### src/include/onoff_params.svh
`ifndef ONOFF_PARAMS_SVH
`define ONOFF_PARAMS_SVH
// Width of process values, setpoints, hysteresis and deadband (signed).
`define PV_W          16
// Width of the raw remote analog input sample (unsigned).
`define RAS_RAW_W     12
// Number of recipe steps held by the ramp/soak engine.
`define RECIPE_STEPS  8
// Step index width.
`define STEP_W        3
// Reset value of the volatile setpoint before the stored copy is loaded.
`define SP_RST        16'sh0000
// Output type encodings.
`define OTYPE_PID     1'b0
`define OTYPE_ONOFF   1'b1
`endif

### src/include/onoff_pkg.sv
package onoff_pkg;
    // Control law chosen for one output.
    typedef enum logic [0:0]
    {
        OUT_PID   = 1'b0,
        OUT_ONOFF = 1'b1
    } out_type_t;

    // Which source drives the active setpoint.
    typedef enum logic [1:0]
    {
        SRC_LOCAL  = 2'b00,
        SRC_SECOND = 2'b01,
        SRC_REMOTE = 2'b10,
        SRC_RECIPE = 2'b11
    } sp_src_t;

    // Recipe engine states.
    typedef enum logic [1:0]
    {
        RC_IDLE = 2'b00,
        RC_RAMP = 2'b01,
        RC_SOAK = 2'b10
    } rc_state_t;

    // Per-output on/off tuning.
    typedef struct packed
    {
        logic signed [15:0] hyst;
        logic signed [15:0] dband;
        logic               cooling;
        out_type_t          otype;
    } out_cfg_t;

    // One recipe step: target level, ramp rate per sample, soak samples.
    typedef struct packed
    {
        logic signed [15:0] level;
        logic        [15:0] rate;
        logic        [15:0] soak;
    } step_t;

    // Host setpoint write request.
    typedef struct packed
    {
        logic               valid;
        logic               to_ram;
        logic               to_nv;
        logic signed [15:0] value;
    } sp_write_t;
endpackage

### src/logic/onoff_control_setpoint_select.sv
`timescale 1ns/1ns
`include "onoff_params.svh"
// Behaviour
// - Each output picks PID or on/off independently from its type setting.
// - PID mode: proportional, integral and derivative terms feed output power.
// - On/off outputs are only fully off or fully on.
// - No deadband: heating off at setpoint plus half hysteresis, on at minus half.
// - Each output has its own hysteresis applied only to itself.
// - Heating and cooling deadbands are separate and shift setpoint and window.
// - Positive deadband lowers heating and raises cooling effective setpoint.
// - Heating: on at sp-db-h/2, off at sp-db+h/2.
// - Cooling: on at sp+db+h/2, off at sp+db-h/2.
// - A running ramp or recipe overrides every other setpoint source.
// - Otherwise an enabled remote analog input gives the setpoint.
// - Otherwise second setpoint if enabled, else local or host setpoint.
// - Recipe engine runs a single ramp or up to eight ramp/soak steps.
// - Soak levels, host and second setpoints are clamped to limits.
// - Host writes RAM, non-volatile copy or both; control uses RAM.
// - At power-up the stored setpoint is copied into RAM first.
// - Second setpoint is selected only by contact; value is editable.
// - Remote setpoint enabled only while its contact is closed; scaled.
module onoff_control_setpoint_select
    import onoff_pkg::*;
#(
    parameter int PV_W  = `PV_W,
    parameter int RAW_W = `RAS_RAW_W,
    parameter int STEPS = `RECIPE_STEPS
)
(
    // Clock, reset, enable.
    input  wire logic                 i_clk,
    input  wire logic                 i_rst_b,
    input  wire logic                 i_ce,
    // Process value sample.
    input  wire logic signed [15:0]   i_pv,
    input  wire logic                 i_pv_valid,
    // Output configuration and PID gains.
    input  wire out_cfg_t             i_cfg1,
    input  wire out_cfg_t             i_cfg2,
    input  wire logic        [7:0]    i_kp,
    input  wire logic        [7:0]    i_ki,
    input  wire logic        [7:0]    i_kd,
    // Setpoint limits and remote scaling.
    input  wire logic signed [15:0]   i_sp_lo,
    input  wire logic signed [15:0]   i_sp_hi,
    input  wire logic signed [15:0]   i_ras_lo,
    input  wire logic signed [15:0]   i_ras_hi,
    input  wire logic        [11:0]   i_ras_raw,
    input  wire logic                 i_ras_contact,
    input  wire logic                 i_sp2_contact,
    // Setpoint writes from panel or host.
    input  wire sp_write_t            i_sp_wr,
    input  wire logic                 i_sp2_wr,
    input  wire logic signed [15:0]   i_sp2_val,
    input  wire logic signed [15:0]   i_nv_sp,
    // Recipe control and step storage.
    input  wire logic                 i_rc_start,
    input  wire logic                 i_rc_stop,
    input  wire logic                 i_rc_single,
    input  wire logic        [2:0]    i_rc_last,
    input  wire logic                 i_step_we,
    input  wire logic        [2:0]    i_step_addr,
    input  wire step_t                i_step_data,
    // Results.
    output logic                      o_out1_on,
    output logic                      o_out2_on,
    output logic             [7:0]    o_pwr1,
    output logic             [7:0]    o_pwr2,
    output logic signed [15:0]        o_active_sp,
    output sp_src_t                   o_sp_src,
    output logic                      o_nv_we,
    output logic signed [15:0]        o_nv_wdata,
    output logic                      o_rc_running
);
    // Clamp a value into the configured setpoint range.
    function automatic logic signed [15:0] clamp(
        input logic signed [15:0] v,
        input logic signed [15:0] lo,
        input logic signed [15:0] hi);
        clamp = (v < lo) ? lo : ((v > hi) ? hi : v);
    endfunction
    // On/off decision with hold between thresholds; signed 18-bit math.
    function automatic logic onoff_next(
        input logic               cur,
        input logic signed [15:0] pv,
        input logic signed [15:0] sp,
        input out_cfg_t           c);
        logic signed [17:0] eff, half, p;
        eff  = c.cooling ? (18'(sp) + 18'(c.dband))
                         : (18'(sp) - 18'(c.dband));
        half = 18'(c.hyst) >>> 1;
        p    = 18'(pv);
        onoff_next = cur;
        if (c.cooling)
        begin
            if (p >= eff + half)
                onoff_next = 1'b1;
            else if (p <= eff - half)
                onoff_next = 1'b0;
        end
        else
        begin
            if (p <= eff - half)
                onoff_next = 1'b1;
            else if (p >= eff + half)
                onoff_next = 1'b0;
        end
    endfunction
    // Volatile setpoint state.
    logic signed [15:0] sp_ram_q, sp_ram_d;
    logic signed [15:0] sp2_q, sp2_d;
    logic               loaded_q, loaded_d;
    logic               nv_we_q, nv_we_d;
    logic signed [15:0] nv_wd_q, nv_wd_d;
    // Host writes are clamped; the non-volatile copy only leaves as a
    // request, so wear is the host's concern, not this block's.
    always_comb
    begin
        sp_ram_d = sp_ram_q;
        sp2_d    = sp2_q;
        loaded_d = 1'b1;
        nv_we_d  = 1'b0;
        nv_wd_d  = nv_wd_q;
        if (!loaded_q)
        begin
            sp_ram_d = clamp(i_nv_sp, i_sp_lo, i_sp_hi);
        end
        else if (i_sp_wr.valid)
        begin
            if (i_sp_wr.to_ram)
                sp_ram_d = clamp(i_sp_wr.value, i_sp_lo, i_sp_hi);
            if (i_sp_wr.to_nv)
            begin
                nv_we_d = 1'b1;
                nv_wd_d = clamp(i_sp_wr.value, i_sp_lo, i_sp_hi);
            end
        end
        if (i_sp2_wr)
            sp2_d = clamp(i_sp2_val, i_sp_lo, i_sp_hi);
    end
    always_ff @(posedge i_clk)
    begin
        if (!i_rst_b)
        begin
            sp_ram_q <= `SP_RST;
            sp2_q    <= `SP_RST;
            loaded_q <= 1'b0;
            nv_we_q  <= 1'b0;
            nv_wd_q  <= `SP_RST;
        end
        else if (i_ce)
        begin
            sp_ram_q <= sp_ram_d;
            sp2_q    <= sp2_d;
            loaded_q <= loaded_d;
            nv_we_q  <= nv_we_d;
            nv_wd_q  <= nv_wd_d;
        end
    end
    // Recipe engine.
    rc_state_t          rc_q, rc_d;
    logic        [2:0]  idx_q, idx_d;
    logic signed [15:0] rsp_q, rsp_d;
    logic        [15:0] cnt_q, cnt_d;
    logic               fetch_q, fetch_d;
    step_t              step;
    recipe_mem #(.DEPTH(STEPS), .AW(3)) u_mem
    (
        .i_clk   (i_clk),
        .i_ce    (i_ce),
        .i_we    (i_step_we),
        .i_waddr (i_step_addr),
        .i_wdata (i_step_data),
        .i_raddr (idx_d),
        .o_rdata (step)
    );
    // Ramp moves by rate per PV sample toward the clamped level, then soaks unless in single mode.
    always_comb
    begin
        logic signed [15:0] tgt;
        logic signed [16:0] diff;
        logic signed [16:0] rate;
        tgt     = clamp(step.level, i_sp_lo, i_sp_hi);
        diff    = 17'(tgt) - 17'(rsp_q);
        rate    = $signed({1'b0, step.rate}); // Keeps the landing test signed.
        rc_d    = rc_q;
        idx_d   = idx_q;
        rsp_d   = rsp_q;
        cnt_d   = cnt_q;
        fetch_d = 1'b0;
        case (rc_q)
            RC_IDLE:
            begin
                if (i_rc_start && loaded_q)
                begin
                    rc_d    = RC_RAMP;
                    idx_d   = 3'h0;
                    rsp_d   = sp_ram_q;
                    fetch_d = 1'b1;
                end
            end
            RC_RAMP:
            begin
                if (!fetch_q && i_pv_valid)
                begin
                    if (diff <= rate && -diff <= rate)
                    begin
                        rsp_d = tgt;
                        cnt_d = step.soak;
                        rc_d  = i_rc_single ? RC_IDLE : RC_SOAK;
                    end
                    else if (diff > 0)
                        rsp_d = 16'(rsp_q + $signed({1'b0, step.rate}));
                    else
                        rsp_d = 16'(rsp_q - $signed({1'b0, step.rate}));
                end
            end
            RC_SOAK:
            begin
                if (i_pv_valid)
                begin
                    if (cnt_q != 16'h0)
                        cnt_d = cnt_q - 16'h1;
                    else if (idx_q == i_rc_last)
                        rc_d = RC_IDLE;
                    else
                    begin
                        idx_d   = idx_q + 3'h1;
                        fetch_d = 1'b1;
                        rc_d    = RC_RAMP;
                    end
                end
            end
            default:
                rc_d = RC_IDLE;
        endcase
        if (i_rc_stop)
            rc_d = RC_IDLE;
    end
    always_ff @(posedge i_clk)
    begin
        if (!i_rst_b)
        begin
            rc_q    <= RC_IDLE;
            idx_q   <= 3'h0;
            rsp_q   <= `SP_RST;
            cnt_q   <= 16'h0;
            fetch_q <= 1'b0;
        end
        else if (i_ce)
        begin
            rc_q    <= rc_d;
            idx_q   <= idx_d;
            rsp_q   <= rsp_d;
            cnt_q   <= cnt_d;
            fetch_q <= fetch_d;
        end
    end
    // Remote input scaled linearly: lo + raw*(hi-lo)/full scale.
    logic signed [16:0] span;
    logic signed [29:0] prod;
    logic signed [15:0] ras_val;
    assign span    = 17'(i_ras_hi) - 17'(i_ras_lo);
    assign prod    = 30'(span) * $signed({18'h0, i_ras_raw});
    assign ras_val = 16'(17'(i_ras_lo) + 17'(prod >>> RAW_W));
    // Priority source selection.
    sp_src_t            src;
    logic signed [15:0] act_sp;
    always_comb
    begin
        if (rc_q != RC_IDLE)
        begin
            src    = SRC_RECIPE;
            act_sp = rsp_q;
        end
        else if (i_ras_contact)
        begin
            src    = SRC_REMOTE;
            act_sp = ras_val;
        end
        else if (i_sp2_contact)
        begin
            src    = SRC_SECOND;
            act_sp = sp2_q;
        end
        else
        begin
            src    = SRC_LOCAL;
            act_sp = sp_ram_q;
        end
    end
    // Output decisions, evaluated only when a new sample arrives; active setpoint and source register every cycle.
    logic               on1_q, on1_d, on2_q, on2_d;
    logic signed [15:0] sp_q, sp_d;
    sp_src_t            src_q, src_d;
    logic signed [15:0] prev_q, prev_d;
    logic signed [23:0] integ_q, integ_d;
    logic        [7:0]  pw1_q, pw1_d, pw2_q, pw2_d;
    // PID power shared by both PID outputs; output 2 acts direct.
    always_comb
    begin
        logic signed [17:0] err;
        logic signed [35:0] u;
        u       = 36'sh0;
        err     = 18'(act_sp) - 18'(i_pv);
        on1_d   = on1_q;
        on2_d   = on2_q;
        sp_d    = act_sp;
        src_d   = src;
        prev_d  = prev_q;
        integ_d = integ_q;
        pw1_d   = pw1_q;
        pw2_d   = pw2_q;
        if (i_pv_valid && loaded_q)
        begin
            on1_d   = (i_cfg1.otype == OUT_ONOFF) &&
                      onoff_next(on1_q, i_pv, act_sp, i_cfg1);
            on2_d   = (i_cfg2.otype == OUT_ONOFF) &&
                      onoff_next(on2_q, i_pv, act_sp, i_cfg2);
            integ_d = 24'(integ_q + 24'(err));
            prev_d  = i_pv;
            u = 36'(err) * $signed({1'b0, i_kp})
              + 36'(integ_d) * $signed({1'b0, i_ki})
              - 36'(18'(i_pv) - 18'(prev_q)) * $signed({1'b0, i_kd});
            pw1_d = (u <= 0) ? 8'h0 : ((u >= 36'sd100) ? 8'h64 : 8'(u));
            pw2_d = (u >= 0) ? 8'h0 : ((u <= -36'sd100) ? 8'h64 : 8'(-u));
            if (i_cfg1.otype != OUT_PID)
                pw1_d = 8'h0;
            if (i_cfg2.otype != OUT_PID)
                pw2_d = 8'h0;
        end
    end
    always_ff @(posedge i_clk)
    begin
        if (!i_rst_b)
        begin
            on1_q   <= 1'b0;
            on2_q   <= 1'b0;
            sp_q    <= `SP_RST;
            src_q   <= SRC_LOCAL;
            prev_q  <= `SP_RST;
            integ_q <= 24'sh0;
            pw1_q   <= 8'h0;
            pw2_q   <= 8'h0;
        end
        else if (i_ce)
        begin
            on1_q   <= on1_d;
            on2_q   <= on2_d;
            sp_q    <= sp_d;
            src_q   <= src_d;
            prev_q  <= prev_d;
            integ_q <= integ_d;
            pw1_q   <= pw1_d;
            pw2_q   <= pw2_d;
        end
    end
    // Registered results; on/off outputs carry a single bit only.
    assign o_out1_on    = on1_q;
    assign o_out2_on    = on2_q;
    assign o_pwr1       = pw1_q;
    assign o_pwr2       = pw2_q;
    assign o_active_sp  = sp_q;
    assign o_sp_src     = src_q;
    assign o_nv_we      = nv_we_q;
    assign o_nv_wdata   = nv_wd_q;
    assign o_rc_running = (rc_q != RC_IDLE);
endmodule

### src/logic/recipe_mem.sv
`timescale 1ns/1ns
`include "onoff_params.svh"
// Step storage for the ramp/soak engine; read data are registered.
module recipe_mem
    import onoff_pkg::*;
#(
    parameter int DEPTH = `RECIPE_STEPS,
    parameter int AW    = `STEP_W
)
(
    // Clock and enable.
    input  wire logic          i_clk,
    input  wire logic          i_ce,
    // Write port.
    input  wire logic          i_we,
    input  wire logic [AW-1:0] i_waddr,
    input  wire step_t         i_wdata,
    // Read port.
    input  wire logic [AW-1:0] i_raddr,
    output step_t              o_rdata
);
    step_t mem_q [DEPTH];
    step_t rdata_q;

    // Write and registered read; storage needs no reset.
    always_ff @(posedge i_clk)
    begin
        if (i_ce)
        begin
            if (i_we)
            begin
                mem_q[i_waddr] <= i_wdata;
            end
            rdata_q <= mem_q[i_raddr];
        end
    end

    assign o_rdata = rdata_q;
endmodule

### config.mk
export PLATFORM = sky130hd
export DESIGN_NAME = onoff_control_setpoint_select
export DESIGN_NICKNAME = d
export VERILOG_FILES = /design/src/include/onoff_pkg.sv /design/src/logic/onoff_control_setpoint_select.sv /design/src/logic/recipe_mem.sv
export VERILOG_INCLUDE_DIRS = /design/src /design/src/include
export SDC_FILE = /design/constraint.sdc
export NUM_CORES = 2
export LEC_CHECK = 0
export BUFFER_PORTS_ARGS = -buffer_cell sky130_fd_sc_hd__buf_2
export CAP_MARGIN = 20
export CORE_MARGIN = 1.5
export CORE_UTILIZATION = 50
export CTS_CLUSTER_DIAMETER = 60
export DETAILED_ROUTE_END_ITERATION = 12
export PLACE_DENSITY = 0.67
export SLEW_MARGIN = 15
export SYNTH_ARGS = -nofsm -noshare
export SYNTH_HDL_FRONTEND = slang
export SYNTH_SLANG_ARGS = --single-unit
### constraint.sdc
create_clock -name i_clk -period 65.7 [get_ports i_clk]
set_clock_uncertainty 0.1 [all_clocks]
set_input_delay 13.14 -clock i_clk [delete_from_list [all_inputs] [get_ports i_clk]]
set_output_delay 13.14 -clock i_clk [all_outputs]
set_load 0.03 [all_outputs]
* Word level (Yosys, flattened, before mapping) *
Memory sizes are Yosys's and may differ from the RTL's. A register that Yosys moved wholly into a read port is not among the register bits.
Index checks and enable logic that the tools add are counted.

cells by class
  $add $sub $neg = 22
  multipliers = 4
  magnitude comparators = 19
  eq/ne operators = 15
  multiplexer cells = 72
  reductions and logical operators = 19

operator list
  operator                                                                              count
  16-bit 2-to-1 mux                                                                     22
  16-bit by 16-bit subtractor with 17-bit output                                        6
  16-bit > comparator                                                                   4
  16-bit less-than comparator                                                           4
  16-bit one-hot mux with 2 select lines                                                2
  17-bit by 9-bit multiplier with 26-bit output                                         2
  8-bit 2-to-1 mux                                                                      6
  18-bit by 15-bit adder with 18-bit output                                             2
  16-bit by 18-bit greater-or-equal comparator with 1-bit output                        2
  16-bit by 18-bit less-or-equal comparator with 1-bit output                           2
  18-bit 2-to-1 mux                                                                     2
  18-bit by 15-bit subtractor with 18-bit output                                        2
  35-bit by 1-bit greater-or-equal comparator with 1-bit output, second input constant  1
  35-bit by 8-bit greater-or-equal comparator with 1-bit output, second input constant  1
  35-bit by 1-bit less-or-equal comparator with 1-bit output, second input constant     1
  35-bit by 8-bit less-or-equal comparator with 1-bit output, second input constant     1
  34-bit by 26-bit subtractor with 35-bit output                                        1
  16-bit by 16-bit adder with 17-bit output                                             2
  26-bit by 33-bit adder with 34-bit output                                             1
  17-bit less-or-equal comparator                                                       2
  24-bit by 9-bit multiplier with 33-bit output                                         1
  16-bit adder                                                                          2
  17-bit by 13-bit multiplier with 28-bit output                                        1
  24-bit by 17-bit adder with 24-bit output                                             1
  26 further kinds                                                                      80

word-level totals
  register bits = 164
  bits in writable memories = 384
  input port bits = 300
  output and inout bits = 54
  memories = 1

memories
  name         depth  width  read ports  clocked after memory_dff  write ports  RTL line          text
  u_mem.mem_q  8      48     1           1                         1            recipe_mem.sv:22  step_t mem_q [DEPTH];

* Depth between registers and ports, before layout *
  word-level depth = 14
  gate-level depth with buffers = 87
  depth with buffers taken out = 85

* Cells and area by module *
From an unflattened synthesis, not the netlist that was laid out.

second synthesis, totals
  cell total of the unflattened synthesis = 6,603
  area total of the unflattened synthesis = 65,763.1 sq um

modules (own cells, without submodules)
  module                         instances  cells an instance  area an instance (sq um)  sequential area each (sq um)
  onoff_control_setpoint_select  1          5,987              49,660.1                  3,283.1
  recipe_mem                     1          616                16,102.9                  12,972.4

* Least setup slack after synthesis *
No wires, ideal clock.

  kind = in2reg
  start = input i_ras_lo[1]
  end = register pw1_q[0] (netlist: o_pwr1[0])
  arrival time = 31,168 ps
  data required time = 65,513 ps
  slack = 34,344 ps
  stages on the path = 80
  cell sequence = inv_1 -> ha_1 -> nor2b_1 -> o21ai_0 -> a21boi_0 -> o21ai_0 -> a21boi_0 -> o21ai_0 -> a21oi_1 -> o21ai_0 -> xnor2_1 -> clkbuf_1 -> and2_1 -> fa_1 -> inv_1 -> fa_1 -> inv_1 -> fa_1 -> (+44 left out) -> fa_1 -> fa_1 -> fa_1 -> fa_1 -> inv_1 -> fa_1 -> inv_1 -> ha_1 -> clkbuf_1 -> a21o_1 -> a2111oi_0 -> a21oi_1 -> a21boi_0 -> mux2i_1 -> a211o_1 -> or3_4 -> or4_4 -> o31ai_1

on the way
  longest elaborated chain between the ends = 14
  elaborated cells on any way between the ends = 16

RTL lines
  item                                                           RTL line                              text
  start: declaration                                             onoff_control_setpoint_select.sv:46   input wire logic signed [15:0] i_ras_lo,
  16-bit by 16-bit subtractor with 17-bit output                 onoff_control_setpoint_select.sv:263  assign span = 17'(i_ras_hi) - 17'(i_ras_lo);
  17-bit by 13-bit multiplier with 28-bit output                 onoff_control_setpoint_select.sv:264  assign prod = 30'(span) * $signed({18'h0, i_ras_raw});
  16-bit adder *                                                 onoff_control_setpoint_select.sv:265  assign ras_val = 16'(17'(i_ras_lo) + 17'(prod >>> RAW_W));
  16-bit 2-to-1 mux *                                            onoff_control_setpoint_select.sv:276  else if (i_ras_contact)
  16-bit 2-to-1 mux *                                            onoff_control_setpoint_select.sv:271  if (rc_q != RC_IDLE)
  named net act_sp[15]                                           onoff_control_setpoint_select.sv:268  logic signed [15:0] act_sp;
  16-bit by 16-bit subtractor with 17-bit output *               onoff_control_setpoint_select.sv:305  err = 18'(act_sp) - 18'(i_pv);
  24-bit by 17-bit adder with 24-bit output                      onoff_control_setpoint_select.sv:320  integ_d = 24'(integ_q + 24'(err));
  24-bit by 9-bit multiplier with 33-bit output                  onoff_control_setpoint_select.sv:323  + 36'(integ_d) * $signed({1'b0, i_ki})
  26-bit by 33-bit adder with 34-bit output *                    onoff_control_setpoint_select.sv:323
  34-bit by 26-bit subtractor with 35-bit output *               onoff_control_setpoint_select.sv:324  - 36'(18'(i_pv) - 18'(prev_q)) * $signed({1'b0, i_kd});
  35-bit by 8-bit greater-or-equal comparator with 1-bit output  onoff_control_setpoint_select.sv:325  pw1_d = (u <= 0) ? 8'h0 : ((u >= 36'sd100) ? 8'h64 : 8'(u));
  8-bit 2-to-1 mux                                               onoff_control_setpoint_select.sv:325
  8-bit 2-to-1 mux *                                             onoff_control_setpoint_select.sv:325
  8-bit 2-to-1 mux *                                             onoff_control_setpoint_select.sv:327  if (i_cfg1.otype != OUT_PID)
  end signal: assignment                                         onoff_control_setpoint_select.sv:354  pw1_q <= pw1_d;
  end: declaration                                               onoff_control_setpoint_select.sv:298  logic [7:0] pw1_q, pw1_d, pw2_q, pw2_d;

Mark *: on every way through the listed nets, which the timed path passes. The rest lies on a longest branch.
A chain may end at the register's enable or synchronous reset.

* Worst setup path in the final report *
  start = input i_ras_lo[0]
  end = register pw2_q[2] (netlist: o_pwr2[2])

on the way
  longest elaborated chain between the ends = 14
  elaborated cells on any way between the ends = 17

RTL lines
  item                                                        RTL line                              text
  16-bit by 16-bit subtractor with 17-bit output              onoff_control_setpoint_select.sv:263
  17-bit by 13-bit multiplier with 28-bit output              onoff_control_setpoint_select.sv:264
  16-bit adder *                                              onoff_control_setpoint_select.sv:265
  16-bit 2-to-1 mux *                                         onoff_control_setpoint_select.sv:276
  16-bit 2-to-1 mux *                                         onoff_control_setpoint_select.sv:271
  named net act_sp[13]                                        onoff_control_setpoint_select.sv:268
  16-bit by 16-bit subtractor with 17-bit output *            onoff_control_setpoint_select.sv:305
  24-bit by 17-bit adder with 24-bit output                   onoff_control_setpoint_select.sv:320
  24-bit by 9-bit multiplier with 33-bit output               onoff_control_setpoint_select.sv:323
  26-bit by 33-bit adder with 34-bit output *                 onoff_control_setpoint_select.sv:323
  34-bit by 26-bit subtractor with 35-bit output *            onoff_control_setpoint_select.sv:324
  35-bit by 8-bit less-or-equal comparator with 1-bit output  onoff_control_setpoint_select.sv:326  pw2_d = (u >= 0) ? 8'h0 : ((u <= -36'sd100) ? 8'h64 : 8'(-u));
  8-bit 2-to-1 mux                                            onoff_control_setpoint_select.sv:326
  8-bit 2-to-1 mux *                                          onoff_control_setpoint_select.sv:326
  8-bit 2-to-1 mux *                                          onoff_control_setpoint_select.sv:329  if (i_cfg2.otype != OUT_PID)
  end signal: assignment                                      onoff_control_setpoint_select.sv:355  pw2_q <= pw2_d;
  end: declaration                                            onoff_control_setpoint_select.sv:298

Marked as above.

==> results.json <==
{
  "path_max_fanout": 12,
  "clk_pin_slew_ns": 0.05,
  "syn2layout_area_growth_pct": 9.34,
  "finalHoldViolCount": 0,
  "start_util_pct": 50.5,
  "vias": 51300,
  "syn_nets": 8672,
  "worstSetupStartpointType": "input port",
  "cp_common_cell": "fa_1",
  "die_area_sq_um": 135000,
  "antenna_found_initial": 35,
  "grt_util_all_layers_pct": 28.2,
  "arrival_ns": 34.42,
  "grt_overflow": 0,
  "synth-seq-cells": 596,
  "ys_types": 89,
  "seq_area_frac_synth_pct": 24.4,
  "drt_pass1_iterations": 7,
  "pin_count": 354,
  "cp.required_ns": 66.12,
  "maxSlewViolCount": 0,
  "dp_hpwl_microns": 153000,
  "remaining_drc_errors": 0,
  "slew_headroom_pct": 18.1,
  "cts_tree": "done",
  "clock.fmax_ghz": 0.0294,
  "grt_pass1_vias": 51600,
  "io_buffer_count": 351,
  "die_w_microns": 368,
  "drt-initial-drc-count": 3694,
  "synth_area_sq_um": 66500,
  "async_reset_ff_share_pct": 0,
  "critPathKind": "in -> reg",
  "tightest_slew_ns": 1.23,
  "crit_path_end_kind": "flop",
  "synthCells": 7009,
  "die_y_microns": 368,
  "cts_max_path_buffers": 3,
  "insertion_delay_ns": 0.69,
  "fill_cells": 11900,
  "setup_violations": 0,
  "postCtsSetupBuffers": 0,
  "drive_gt1_share_pct": 10.4,
  "via_per_inst": 5.64,
  "cts_root_buf": "clkbuf_16",
  "postRouteAntennaNets": 0,
  "yosysWarningCount": 0,
  "wl_per_cell_microns": 21.0,
  "synth_edf_count": 432,
  "status": "completed",
  "reg2reg_slack_ns": 50.91,
  "grt_max_degree": 150,
  "tns_ns": 0,
  "rsz0062_at_grt": "no",
  "cts_resized": 0,
  "wl_microns": 191000,
  "max-cap-violations": 0,
  "fp-row-count": 133,
  "period_share_pct": 51.8,
  "htreeDepth": 3,
  "place.gp.congestion": 0.950,
  "period_needed_ns": 34.01,
  "worstHoldPathType": "reg -> reg",
  "cts.sinks": 596,
  "postCtsHoldBufs": 0,
  "core_region_area_sq_um": 132000,
  "synth-main-ff-cell": "edfxtp_1",
  "cts_buffers": 73,
  "grt_pass1_wl_microns": 296000,
  "cp_slowest_cell": "a21oi_1",
  "syn-mean-instance-area_sq_um": 9.49,
  "fin_nets": 8937,
  "cpPeakStageDelay_ns": 1.01
}
[stage by stage]
stage / hold slack [ns] / setup WS, ns / util, % / instance area, sq um / instances
floorplan: 0.320 / 34.34 / - / 66500 / 7009
global placement: 0.335 / 31.48 / 53.3 / 70200 / 8949
CTS: 0.353 / 31.83 / 55.1 / 72700 / 9084
global route: 0.369 / 30.70 / 55.2 / 72700 / 9095
detailed placement: 0.340 / 31.21 / 53.3 / 70200 / 8951
finish: 0.354 / 31.69 / 55.2 / 72700 / 9098
[kinds of logic after synthesis]
group           after synthesis  share of synthesized area (%)
fa+ha+maj                  1363                           33.5
buf+inv                    1300                           7.41
compound gates             1244                           11.9
simple gates               1885                           13.7
mux                         335                           5.34
flops                       596                           24.4
xor+xnor                    286                           3.77
[layout make-up]
| class | count | area [sq um] | area share, % |
|---|---|---|---|
| well taps | 1755 | 2200 | 3.02 |
| clock buffers | 90 | 1910 | 2.63 |
| flip-flops and latches | 596 | 16300 | 22.4 |
| repair buffers | 433 | 2390 | 3.28 |
| clock inverters | 43 | 513 | 0.706 |
| diodes | 11 | 27.5 | 0.0379 |
| inverters | 1057 | 3970 | 5.46 |
| multi-input cells | 5113 | 45400 | 62.5 |
[sequential cells by signal, indices dropped and copies added, names as in the netlist]
signal / cells
cnt_q: 16
fetch_q: 1
idx_q: 3
integ_q: 24
loaded_q: 1
o_active_sp: 16
o_nv_wdata: 16
o_nv_we: 1
o_out1_on: 1
o_out2_on: 1
o_pwr1: 8
o_pwr2: 8
o_sp_src: 2
prev_q: 16
rc_q: 2
rsp_q: 16
sp2_q: 16
sp_ram_q: 16
u_mem.mem_q: 384
u_mem.o_rdata: 48
[worst paths after layout]
kind	start	end	cells past startpoint
min	prev_q[7]	prev_q[7]	2
max reg2reg	rc_q[1]	o_pwr2[2]	54
min reg2reg	prev_q[7]	prev_q[7]	2
max	i_ras_lo[0]	o_pwr2[2]	77
[layer usage]
| metal | wire length, microns | track usage [%] | up-vias |
|---|---|---|---|
| li1 | - | - | 24100 |
| met1 | 82000 | 37.8 | 25300 |
| met2 | 89200 | 46.5 | 1572 |
| met3 | 14500 | 5.90 | 308 |
| met4 | 4980 | 7.27 | 28 |
| met5 | 181 | 0 | - |
[critical path: cells and delay by family]
family                   cells  cell delay, ns
adder cells (fa/ha/maj)     19            7.82
AO/OA/AOI/OAI               26            6.63
AND/OR/NAND/NOR             16            3.81
XOR/XNOR                     6            2.28
buffers and inverters       10            0.68
[cell usage in the layout, fill, tap and decap left out, drive strengths merged, types with 48 or more instances in the layout]
master	instances
a21o	121
a21oi	363
and2	283
buf	433
clkbuf	90
dfxtp	164
edfxtp	432
fa	695
ha	668
inv	1065
mux2	158
mux2i	177
nand2	694
nand2b	66
nand3	66
nand4	48
nor2	364
nor2b	89
nor3	97
o211ai	108
o21ai	294
xnor2	212
xor2	74
[cells in the mapped netlist (97+ instances only)]
cell,count,area [sq um]
inv_1,1056,3960
fa_1,695,13900
nand2_1,694,2610
ha_1,668,8360
edfxtp_1,432,13000
nor2_1,364,1370
a21oi_1,362,1810
o21ai_0,289,1450
and2_1,282,1760
xnor2_1,212,1860
clkbuf_1,210,788
mux2i_1,177,1770
dfxtp_1,164,3280
mux2_2,158,1780
a21o_1,120,901
o211ai_1,106,796
nor3_1,97,485
Power is not shown: default switching activity piles up to over one toggle a cycle in this logic, so the estimate is an artifact.
